### src/hw/ucs_pkg.sv
package ucs_pkg;

    localparam int ADR_W = 12;
    localparam int DAT_W = 32;
    localparam int KEY_WORDS = 4;
    localparam int KEY_WORD_BITS = 32;

    ////////////////////////////////////////////////////////////////////////////////
    // Register offsets (byte addresses)
    localparam logic [11:0] OFS_DEBUG_LOCK = 12'h000;
    localparam logic [11:0] OFS_HV_REG_SEL = 12'h010;
    localparam logic [11:0] OFS_XTAL_DEBOUNCE = 12'h014;
    localparam logic [11:0] OFS_SEC_DEBUG_LOCK = 12'h01c;
    localparam logic [11:0] OFS_ERASE_LOCK = 12'h020;
    localparam logic [11:0] OFS_DEBUG_TARGET = 12'h024;
    localparam logic [11:0] OFS_NFC_PIN_FUNC = 12'h028;
    localparam logic [11:0] OFS_OTP = 12'h100;
    localparam logic [11:0] OFS_SLOT_DEST = 12'h400;
    localparam logic [11:0] OFS_SLOT_PERM = 12'h404;
    localparam logic [11:0] OFS_KEY_VALUE = 12'h800;
    localparam logic [11:0] SLOT_STRIDE = 12'h008;
    localparam logic [11:0] KEY_STRIDE = 12'h010;
    localparam logic [11:0] WORD_STRIDE = 12'h004;
    localparam logic [11:0] KEY_AREA_BASE = 12'h100;

    ////////////////////////////////////////////////////////////////////////////////
    // Reset values and field codes
    localparam logic [31:0] RST_DEBUG_LOCK = 32'h0000_0000;
    localparam logic [31:0] RST_SEC_DEBUG_LOCK = 32'h0000_0000;
    localparam logic [31:0] RST_ERASE_LOCK = 32'h0000_0000;
    localparam logic [31:0] RST_ERASED = 32'hffff_ffff;
    localparam logic [31:0] DEBUG_UNPROTECTED = 32'h50fa_50fa;
    localparam logic [31:0] ERASE_UNPROTECTED = 32'hffff_ffff;
    localparam logic [15:0] PERM_HALF_FREE = 16'hffff;
    localparam int NFC_ANTENNA_BIT = 0;

    typedef enum logic [3:0] {
        RGN_NONE, RGN_DBG, RGN_HV, RGN_XTAL, RGN_SEC, RGN_ERASE,
        RGN_TGT, RGN_NFC, RGN_OTP, RGN_DEST, RGN_PERM, RGN_KEY
    } ucs_region_type;

    typedef enum logic [1:0] {
        PUSH_IDLE = 2'b01,
        PUSH_SEND = 2'b10
    } ucs_push_state_type;

endpackage

### src/hw/ucs_key_if.sv
`timescale 1ns/1ps
interface ucs_key_if #(parameter int SLOT_W = 2);
    logic [SLOT_W-1:0] slot_sel;
    logic [1:0] word_sel;
    logic [31:0] dest;
    logic [31:0] value;
    logic slot_ok;

    modport store (input slot_sel, input word_sel, output dest, output value, output slot_ok);
    modport pusher (output slot_sel, output word_sel, input dest, input value, input slot_ok);
endinterface

### src/hw/ucs_key_push.sv
`timescale 1ns/1ps
module ucs_key_push
    import ucs_pkg::*;
#(
    parameter int SLOT_W = 2
) (
    input wire logic ref_clk,
    input wire logic reset,
    ucs_key_if.pusher key,
    input wire logic push_req,
    input wire logic [SLOT_W-1:0] push_slot,
    output logic push_busy,
    output logic push_done,
    output logic push_err,
    output logic key_wr_valid,
    input wire logic key_wr_ready,
    output logic [31:0] key_wr_addr,
    output logic [31:0] key_wr_data
);

    ucs_push_state_type state_ff;
    logic [SLOT_W-1:0] slot_ff;
    logic [1:0] word_ff;
    logic [1:0] nxt_word;
    logic idle;
    logic step;

    assign idle = (state_ff == PUSH_IDLE);
    assign step = (state_ff == PUSH_SEND) && key_wr_ready;
    assign nxt_word = idle ? 2'h0 : word_ff + 2'h1;
    assign key.slot_sel = idle ? push_slot : slot_ff;
    assign key.word_sel = nxt_word;
    assign push_busy = !idle;
    assign key_wr_valid = (state_ff == PUSH_SEND);

    ////////////////////////////////////////////////////////////////////////////////
    always_ff @(posedge ref_clk or posedge reset) begin
        if (reset) begin
            state_ff <= PUSH_IDLE;
            slot_ff <= '0;
            word_ff <= 2'h0;
        end else begin
            unique case (state_ff)
                PUSH_IDLE: begin
                    if (push_req && key.slot_ok) begin
                        state_ff <= PUSH_SEND;
                        slot_ff <= push_slot;
                        word_ff <= 2'h0;
                    end
                end
                PUSH_SEND: begin
                    if (step) begin
                        word_ff <= nxt_word;
                        if (word_ff == 2'(KEY_WORDS - 1)) begin
                            state_ff <= PUSH_IDLE;
                        end
                    end
                end
            endcase
        end
    end

    // Each word lands one stride above the last, starting at the slot destination
    always_ff @(posedge ref_clk or posedge reset) begin
        if (reset) begin
            key_wr_addr <= '0;
            key_wr_data <= '0;
        end else if ((idle && push_req && key.slot_ok) || (step && word_ff != 2'h3)) begin
            key_wr_addr <= key.dest + {28'h0, nxt_word, 2'h0};
            key_wr_data <= key.value;
        end
    end

    always_ff @(posedge ref_clk or posedge reset) begin
        if (reset) begin
            push_done <= 1'b0;
            push_err <= 1'b0;
        end else begin
            push_done <= step && (word_ff == 2'(KEY_WORDS - 1));
            push_err <= idle && push_req && !key.slot_ok;
        end
    end

endmodule

### src/hw/ucs_top.sv
// Design decision made here: register access over Wishbone.
`timescale 1ns/1ps
// Operation
// - Each slot stores a destination address; pushed key words go there.
// - Each permission half takes a write only while it still reads 0xffff.
// - Value word o of a slot carries key bits 32*o up to 32*o+31.
// - NFC pin register picks antenna use or plain general-purpose pins.
// - Space from 0x100 up belongs to key management, not plain settings.
// - Only the application processor reaches the store; network side is shut out.
module ucs_top
    import ucs_pkg::*;
#(
    parameter int NUM_OTP = 8,
    parameter int NUM_SLOTS = 4,
    parameter int SLOT_W = 2
) (
    input wire logic ref_clk,
    input wire logic reset,
    input wire logic wb_cyc_i,
    input wire logic wb_stb_i,
    input wire logic wb_we_i,
    input wire logic [ADR_W-1:0] wb_adr_i,
    input wire logic [3:0] wb_sel_i,
    input wire logic [DAT_W-1:0] wb_dat_i,
    output logic [DAT_W-1:0] wb_dat_o,
    output logic wb_ack_o,
    input wire logic net_core_access,
    input wire logic push_req,
    input wire logic [SLOT_W-1:0] push_slot,
    output logic push_busy,
    output logic push_done,
    output logic push_err,
    output logic key_wr_valid,
    input wire logic key_wr_ready,
    output logic [31:0] key_wr_addr,
    output logic [31:0] key_wr_data,
    output logic debug_lock_active,
    output logic secure_debug_lock_active,
    output logic erase_lock_active,
    output logic nfc_pins_as_antenna,
    output logic [31:0] hv_regulator_setting,
    output logic [31:0] crystal_debounce_setting,
    output logic [31:0] debug_target_setting
);

    logic [31:0] dbg_lock_ff;
    logic [31:0] sec_lock_ff;
    logic [31:0] erase_lock_ff;
    logic [31:0] hv_sel_ff;
    logic [31:0] xtal_ff;
    logic [31:0] tgt_ff;
    logic [31:0] nfc_ff;
    logic [31:0] otp_ff [NUM_OTP];
    logic [31:0] dest_ff [NUM_SLOTS];
    logic [31:0] perm_ff [NUM_SLOTS];
    logic [31:0] key_ff [NUM_SLOTS*KEY_WORDS];
    logic ack_ff;
    logic [31:0] rdata_ff;
    logic req;
    logic wr_en;
    ucs_region_type rgn;
    logic [9:0] idx;
    logic [31:0] wmerge;

    ucs_key_if #(.SLOT_W(SLOT_W)) key_bus ();

    ////////////////////////////////////////////////////////////////////////////////
    // Address decode, shared by write and read paths
    function automatic ucs_region_type region_of(input logic [11:0] a);
        region_of = RGN_NONE;
        if (a == OFS_DEBUG_LOCK) region_of = RGN_DBG;
        else if (a == OFS_HV_REG_SEL) region_of = RGN_HV;
        else if (a == OFS_XTAL_DEBOUNCE) region_of = RGN_XTAL;
        else if (a == OFS_SEC_DEBUG_LOCK) region_of = RGN_SEC;
        else if (a == OFS_ERASE_LOCK) region_of = RGN_ERASE;
        else if (a == OFS_DEBUG_TARGET) region_of = RGN_TGT;
        else if (a == OFS_NFC_PIN_FUNC) region_of = RGN_NFC;
        else if (a >= OFS_OTP && a < OFS_OTP + 12'(NUM_OTP * 4)) region_of = RGN_OTP;
        else if (a >= OFS_SLOT_DEST && a < OFS_SLOT_DEST + 12'(NUM_SLOTS * 8)) begin
            region_of = a[2] ? RGN_PERM : RGN_DEST;
        end else if (a >= OFS_KEY_VALUE && a < OFS_KEY_VALUE + 12'(NUM_SLOTS * 16)) begin
            region_of = RGN_KEY;
        end
    endfunction

    function automatic logic [9:0] index_of(input logic [11:0] a, input ucs_region_type r);
        logic [11:0] d;
        d = 12'h000;
        if (r == RGN_OTP) d = (a - OFS_OTP) >> 2;
        else if (r == RGN_DEST || r == RGN_PERM) d = (a - OFS_SLOT_DEST) >> 3;
        else if (r == RGN_KEY) d = (a - OFS_KEY_VALUE) >> 2;
        index_of = d[9:0];
    endfunction

    function automatic logic [31:0] lane_merge(input logic [31:0] old, input logic [31:0] nw,
                                               input logic [3:0] sel);
        for (int b = 0; b < 4; b++) begin
            lane_merge[8*b +: 8] = sel[b] ? nw[8*b +: 8] : old[8*b +: 8];
        end
    endfunction

    // Word-aligned only; byte offsets within a word are ignored
    assign rgn = region_of({wb_adr_i[11:2], 2'b00});
    assign idx = index_of({wb_adr_i[11:2], 2'b00}, rgn);
    // Network side requests still get an ack so that bus never hangs
    assign req = wb_cyc_i && wb_stb_i && !ack_ff;
    assign wr_en = req && wb_we_i && !net_core_access;
    assign wmerge = lane_merge(32'hffff_ffff, wb_dat_i, wb_sel_i);

    ////////////////////////////////////////////////////////////////////////////////
    // Lock words: writes can only clear bits, as in flash
    always_ff @(posedge ref_clk or posedge reset) begin
        if (reset) begin
            dbg_lock_ff <= RST_DEBUG_LOCK;
            sec_lock_ff <= RST_SEC_DEBUG_LOCK;
            erase_lock_ff <= RST_ERASE_LOCK;
        end else if (wr_en) begin
            if (rgn == RGN_DBG) dbg_lock_ff <= dbg_lock_ff & wmerge;
            if (rgn == RGN_SEC) sec_lock_ff <= sec_lock_ff & wmerge;
            if (rgn == RGN_ERASE) erase_lock_ff <= erase_lock_ff & wmerge;
        end
    end

    always_ff @(posedge ref_clk or posedge reset) begin
        if (reset) begin
            hv_sel_ff <= RST_ERASED;
            xtal_ff <= RST_ERASED;
            tgt_ff <= RST_ERASED;
            nfc_ff <= RST_ERASED;
        end else if (wr_en) begin
            if (rgn == RGN_HV) hv_sel_ff <= hv_sel_ff & wmerge;
            if (rgn == RGN_XTAL) xtal_ff <= xtal_ff & wmerge;
            if (rgn == RGN_TGT) tgt_ff <= tgt_ff & wmerge;
            if (rgn == RGN_NFC) nfc_ff <= nfc_ff & wmerge;
        end
    end

    ////////////////////////////////////////////////////////////////////////////////
    // Key management area
    generate
        for (genvar i = 0; i < NUM_OTP; i++) begin : g_otp
            always_ff @(posedge ref_clk or posedge reset) begin
                if (reset) begin
                    otp_ff[i] <= RST_ERASED;
                end else if (wr_en && rgn == RGN_OTP && idx == 10'(i)) begin
                    otp_ff[i] <= otp_ff[i] & wmerge;
                end
            end
        end
        for (genvar s = 0; s < NUM_SLOTS; s++) begin : g_slot
            always_ff @(posedge ref_clk or posedge reset) begin
                if (reset) begin
                    dest_ff[s] <= RST_ERASED;
                    perm_ff[s] <= RST_ERASED;
                end else if (wr_en && idx == 10'(s)) begin
                    if (rgn == RGN_DEST) dest_ff[s] <= dest_ff[s] & wmerge;
                    // A half is sealed once any of its bits has been cleared
                    if (rgn == RGN_PERM && perm_ff[s][15:0] == PERM_HALF_FREE) begin
                        perm_ff[s][15:0] <= wmerge[15:0];
                    end
                    if (rgn == RGN_PERM && perm_ff[s][31:16] == PERM_HALF_FREE) begin
                        perm_ff[s][31:16] <= wmerge[31:16];
                    end
                end
            end
        end
        for (genvar k = 0; k < NUM_SLOTS * KEY_WORDS; k++) begin : g_key
            always_ff @(posedge ref_clk or posedge reset) begin
                if (reset) begin
                    key_ff[k] <= RST_ERASED;
                end else if (wr_en && rgn == RGN_KEY && idx == 10'(k)) begin
                    key_ff[k] <= key_ff[k] & wmerge;
                end
            end
        end
    endgenerate

    ////////////////////////////////////////////////////////////////////////////////
    // Slot lookup for the push engine
    assign key_bus.slot_ok = int'(key_bus.slot_sel) < NUM_SLOTS;
    assign key_bus.dest = key_bus.slot_ok ? dest_ff[key_bus.slot_sel] : 32'h0;
    assign key_bus.value = key_bus.slot_ok ?
        key_ff[{key_bus.slot_sel, key_bus.word_sel}] : 32'h0;

    ucs_key_push #(.SLOT_W(SLOT_W)) u_push (
        .ref_clk(ref_clk),
        .reset(reset),
        .key(key_bus.pusher),
        .push_req(push_req),
        .push_slot(push_slot),
        .push_busy(push_busy),
        .push_done(push_done),
        .push_err(push_err),
        .key_wr_valid(key_wr_valid),
        .key_wr_ready(key_wr_ready),
        .key_wr_addr(key_wr_addr),
        .key_wr_data(key_wr_data)
    );

    ////////////////////////////////////////////////////////////////////////////////
    // Bus answer: one wait state, unmapped reads give zero
    always_ff @(posedge ref_clk or posedge reset) begin
        if (reset) begin
            ack_ff <= 1'b0;
            rdata_ff <= 32'h0;
        end else begin
            ack_ff <= req;
            rdata_ff <= 32'h0;
            if (req && !wb_we_i && !net_core_access) begin
                unique case (rgn)
                    RGN_DBG: rdata_ff <= dbg_lock_ff;
                    RGN_HV: rdata_ff <= hv_sel_ff;
                    RGN_XTAL: rdata_ff <= xtal_ff;
                    RGN_SEC: rdata_ff <= sec_lock_ff;
                    RGN_ERASE: rdata_ff <= erase_lock_ff;
                    RGN_TGT: rdata_ff <= tgt_ff;
                    RGN_NFC: rdata_ff <= nfc_ff;
                    RGN_OTP: rdata_ff <= otp_ff[idx[$clog2(NUM_OTP)-1:0]];
                    RGN_DEST: rdata_ff <= dest_ff[idx[SLOT_W-1:0]];
                    RGN_PERM: rdata_ff <= perm_ff[idx[SLOT_W-1:0]];
                    // Key words stay secret; only the push engine reads them
                    RGN_KEY: rdata_ff <= 32'h0;
                    default: rdata_ff <= 32'h0;
                endcase
            end
        end
    end

    assign wb_ack_o = ack_ff;
    assign wb_dat_o = rdata_ff;

    ////////////////////////////////////////////////////////////////////////////////
    // Settings seen by the rest of the chip
    assign debug_lock_active = (dbg_lock_ff != DEBUG_UNPROTECTED);
    assign secure_debug_lock_active = (sec_lock_ff != DEBUG_UNPROTECTED);
    assign erase_lock_active = (erase_lock_ff != ERASE_UNPROTECTED);
    assign nfc_pins_as_antenna = nfc_ff[NFC_ANTENNA_BIT];
    assign hv_regulator_setting = hv_sel_ff;
    assign crystal_debounce_setting = xtal_ff;
    assign debug_target_setting = tgt_ff;

endmodule

### config.mk
export PLATFORM = sky130hd
export DESIGN_NAME = ucs_top
export DESIGN_NICKNAME = d
export VERILOG_FILES = /design/src/hw/ucs_pkg.sv /design/src/hw/ucs_key_if.sv /design/src/hw/ucs_key_push.sv /design/src/hw/ucs_top.sv
export SDC_FILE = /design/constraint.sdc
export NUM_CORES = 2
export LEC_CHECK = 0
export BUFFER_PORTS_ARGS = -buffer_cell sky130_fd_sc_hd__buf_2
export CORE_MARGIN = 2
export CORE_UTILIZATION = 45
export CTS_BUF_LIST = sky130_fd_sc_hd__clkbuf_8
export CTS_CLUSTER_SIZE = 20
export DETAILED_ROUTE_END_ITERATION = 12
export GPL_TIMING_DRIVEN = 0
export HOLD_SLACK_MARGIN = 0.08
export PLACE_DENSITY = 0.61
export SYNTH_ARGS = -nofsm -noshare
export SYNTH_HDL_FRONTEND = slang
export SYNTH_SLANG_ARGS = --single-unit
### constraint.sdc
create_clock -name ref_clk -period 93 [get_ports ref_clk]
set_input_delay 4.65 -clock ref_clk [delete_from_list [all_inputs] [get_ports ref_clk]]
set_output_delay 4.65 -clock ref_clk [all_outputs]
set_load 0.02 [all_outputs]
==> flow_metrics.py <==
metrics = {
    "global_routing": {
        "use_met2_pct": 51.5,
        "grtUsageTotal_pct": 35.6,
        "grt_max_degree": 130,
        "use_met3_pct": 10.2,
        "first_global_vias": 48520,
        "use_met1_pct": 48.3,
        "grt_pass1_wl_um": 351000,
        "antenna_found_initial": 9,
        "grt-ovfl-total": 0,
        "grt.busiest_layer": "met2",
    },
    "timing": {
        "rsz0062_at_grt": "false",
        "post-route-period-util_pct": 12.3,
        "clock_skew_ps": 35.7,
        "period_needed_ps": 11410,
        "slew_headroom_pct": -2.61,
        "worst_pin_slew_ps": 1540,
        "tns_ps": 0,
        "setup_violations": 0,
        "max_freq_ghz": 0.0877,
        "hold_slack_ps": 454,
        "slew_violations": 37,
        "hold_viol_final": 0,
    },
    "status": {
        "status": "finished with violations",
        "violations": "max-capacitance violations, max-slew violations",
    },
    "finish": {
        "layout_commonest_cell": "dfstp_2",
        "layout-drive-gt1-share_pct": 31.3,
        "layout.nets": 5925,
        "nFillCells": 12272,
        "layout_common_cells": "dfstp_2, nand2_1, a21boi_0, o21a_1, clkbuf_1",
        "syn2layout_area_growth_pct": 13.7,
        "fin_util_pct": 51.6,
    },
    "worst_setup_path": {
        "critical_path.slowest_cell": "mux2i_2",
        "rr_worst_depth": 20,
        "cpPeakStageDelay_ps": 1110,
        "crit_arrival_ps": 12250,
        "end_kind": "register",
        "crit_type": "in -> reg",
        "path_cells": "buf_2 -> mux2i_2 -> buf_2 -> buf_1 -> clkbuf_1 -> buf_1 -> mux4_2 -> ha_1 -> inv_1 -> fa_1 -> or3b_2 -> or2_2 -> nor2_1 -> and2_1 -> and2b_1 -> nand2_1 -> xor2_1 -> o21ai_0",
        "critPathLaunchType": "input port",
        "cp_max_fo": 10,
        "crit_required_ps": 93840,
    },
    "power_and_ir_drop": {
        "intPower_mw": 0.942,
        "seq_power_share_pct": 41.2,
        "p_sw_share_pct": 35.7,
        "p_leak_nw": 25.7,
        "p_per_area_nw_per_um2": 21.3,
        "comb_power_share_pct": 23.7,
        "power.total_mw": 1.47,
        "vdd_drop_max_v": 0.0000156,
        "p_clk_share_pct": 35.1,
        "switchingPower_mw": 0.524,
    },
    "synth": {
        "synth_edf_count": 0,
        "synth_cell_types": 91,
        "synth_fa_ha_area_share_pct": 0.240,
        "syn_inst": 5362,
        "syn_nets": 5431,
        "synth_area_um2": 60600,
        "syn_area_per_cell_um2": 11.3,
        "synth-simple-area-share_pct": 10.4,
        "ys_async_sr_fraction_pct": 100,
        "yosys_warnings": 0,
        "ys_dominant_reg_cell": "dfstp_2",
        "synth_seq_cells": 1352,
        "synthMuxAreaShare_pct": 3.03,
        "synth_top_family_by_area": "compound AO/OA/AOI/OAI gates",
        "ys_seq_area_share_pct": 58.2,
        "synth_compound_area_share_pct": 24.5,
        "synth_xor_area_share_pct": 0.419,
    },
    "clock_tree": {
        "worstSkewPairLatency_ps": 980,
        "cts_sinks": 1352,
        "cts_setup_buffers": 0,
        "htreeDepth": 4,
        "cts-hold-fix-buffers": 0,
        "cts_resized": 0,
        "root_buffer": "clkbuf_8",
        "cts_made_buffers": 222,
        "path_clk_slew_ps": 50,
        "cts_max_path_buffers": 3,
        "cts_tree": "yes",
    },
    "route": {
        "drt-initial-drc-count": 6009,
        "vias": 49638,
        "drt_first_pass_iters": 9,
        "drc_errors": 0,
        "wl_per_cell_um": 31.6,
        "vias_per_cell": 6.35,
        "routed_wl_um": 247000,
        "ant_nets": 0,
    },
    "placement": {
        "gp_congestion": 1.01,
        "io_buffers": 255,
        "hpwl_um": 186000,
    },
    "job": {
        "maxCapViolations": 6,
    },
    "die": {
        "die_h_um": 371,
        "core-area_um2": 133000,
        "start_util_pct": 45.4,
        "io_pins": 259,
        "dieArea_um2": 138000,
        "die_w_um": 371,
        "std_cell_rows": 134,
    },
    "hold_path": {
        "hp-class": "reg -> reg",
        "holdPathStages": 1,
    },
}
[stage by stage]
stage / std cells / worst slack (ps) / area [um^2]
after floorplan: 5362 / 52140 / 60600
after global placement: 7385 / 36690 / 64000
after detailed placement: 7400 / 81030 / 64400
after CTS: 7812 / 82010 / 68800
after global routing: 7816 / 81560 / 68800
final: 7822 / 81590 / 68800
[critical path: cells and delay by family]
family / cells / cell delay (ps)
buffers and inverters: 6 / 3090
and+or+nand+nor: 6 / 1720
adders and majority gates: 2 / 910
AOI/OAI and AO/OA: 1 / 90
muxes: 2 / 1560
xor gates and xnor gates: 1 / 160
[worst paths after layout]
check / from / endpoint / slack, ps
worst max register to register: u_push.state_ff[0] / u_push.key_wr_addr[28] / 84260
worst min register to register: key_ff[23] / key_ff[23] / 450
max in group asynchronous: reset / otp_ff[216] / 86120
min in group asynchronous: reset / dbg_lock_ff[7] / 3900
worst max-delay path: push_slot[1] / u_push.key_wr_addr[28] / 81590
worst min-delay path: key_ff[23] / key_ff[23] / 450
[synthesized netlist by cell type (33+ instances only)]
cell,n,area share [%]
or3_1,69,0.71
o211ai_1,73,0.90
nand3_1,140,1.2
clkbuf_1,346,2.1
nand2b_1,40,0.41
nor2b_1,39,0.40
a21boi_0,657,8.1
a311oi_1,68,0.98
nand2_1,684,4.2
nor3_1,38,0.31
dfrtp_1,199,8.2
o21ai_0,121,1.0
buf_1,47,0.29
dfstp_2,1153,50
buf_2,56,0.46
o31ai_1,35,0.43
a21oi_1,111,0.92
o21a_1,474,5.9
mux2i_1,96,1.6
o221ai_1,116,1.7
a22oi_1,47,0.58
nor2_1,169,1.0
mux4_2,33,1.2
nand4_1,54,0.56
and3_1,58,0.60
o31a_1,108,1.6
[logic make-up after synthesis]
logic type	Yosys count
other	1
XOR/XNOR	29
AO/OA/AOI/OAI	1985
buffers and inverters	480
AND/OR/NAND/NOR	1364
flip-flops	1352
adder cells (fa/ha/maj)	11
multiplexers	140
[flip-flops by register name (all words and copies together), names as in the netlist, 128 cells and up]
| name | cells |
|---|---|
| dest_ff | 128 |
| perm_ff | 128 |
| otp_ff | 256 |
| key_ff | 512 |
[metal layers]
layer  vias up  part of all wire [%]
met1     25591                    41
met3       621                    10
li1      20596                     -
met5         -                 0.014
met4         6                   6.1
met2      2824                    43
[power by group through the flow]
stage	logic (mW)	registers [mW]	clock network (mW)
floorplan	0.174	0.616	0
CTS	0.337	0.603	0.520
detailed placement	0.336	0.612	0
global route	0.359	0.604	0.545
global placement	0.333	0.608	0
finish	0.348	0.603	0.515
[cell type report]
type	count	area (um^2)	area share, %
multi-input cells	3530	23400	34.0
clock inverters	145	668	0.971
inverters	18	75.1	0.109
clock buffers	267	3670	5.34
repair buffers	270	1610	2.34
plain buffers	462	1870	2.71
flip-flops and latches	1352	35300	51.3
diodes	10	25.0	0.0364
well taps	1768	2210	3.21
(Power assumes the default switching activity.)
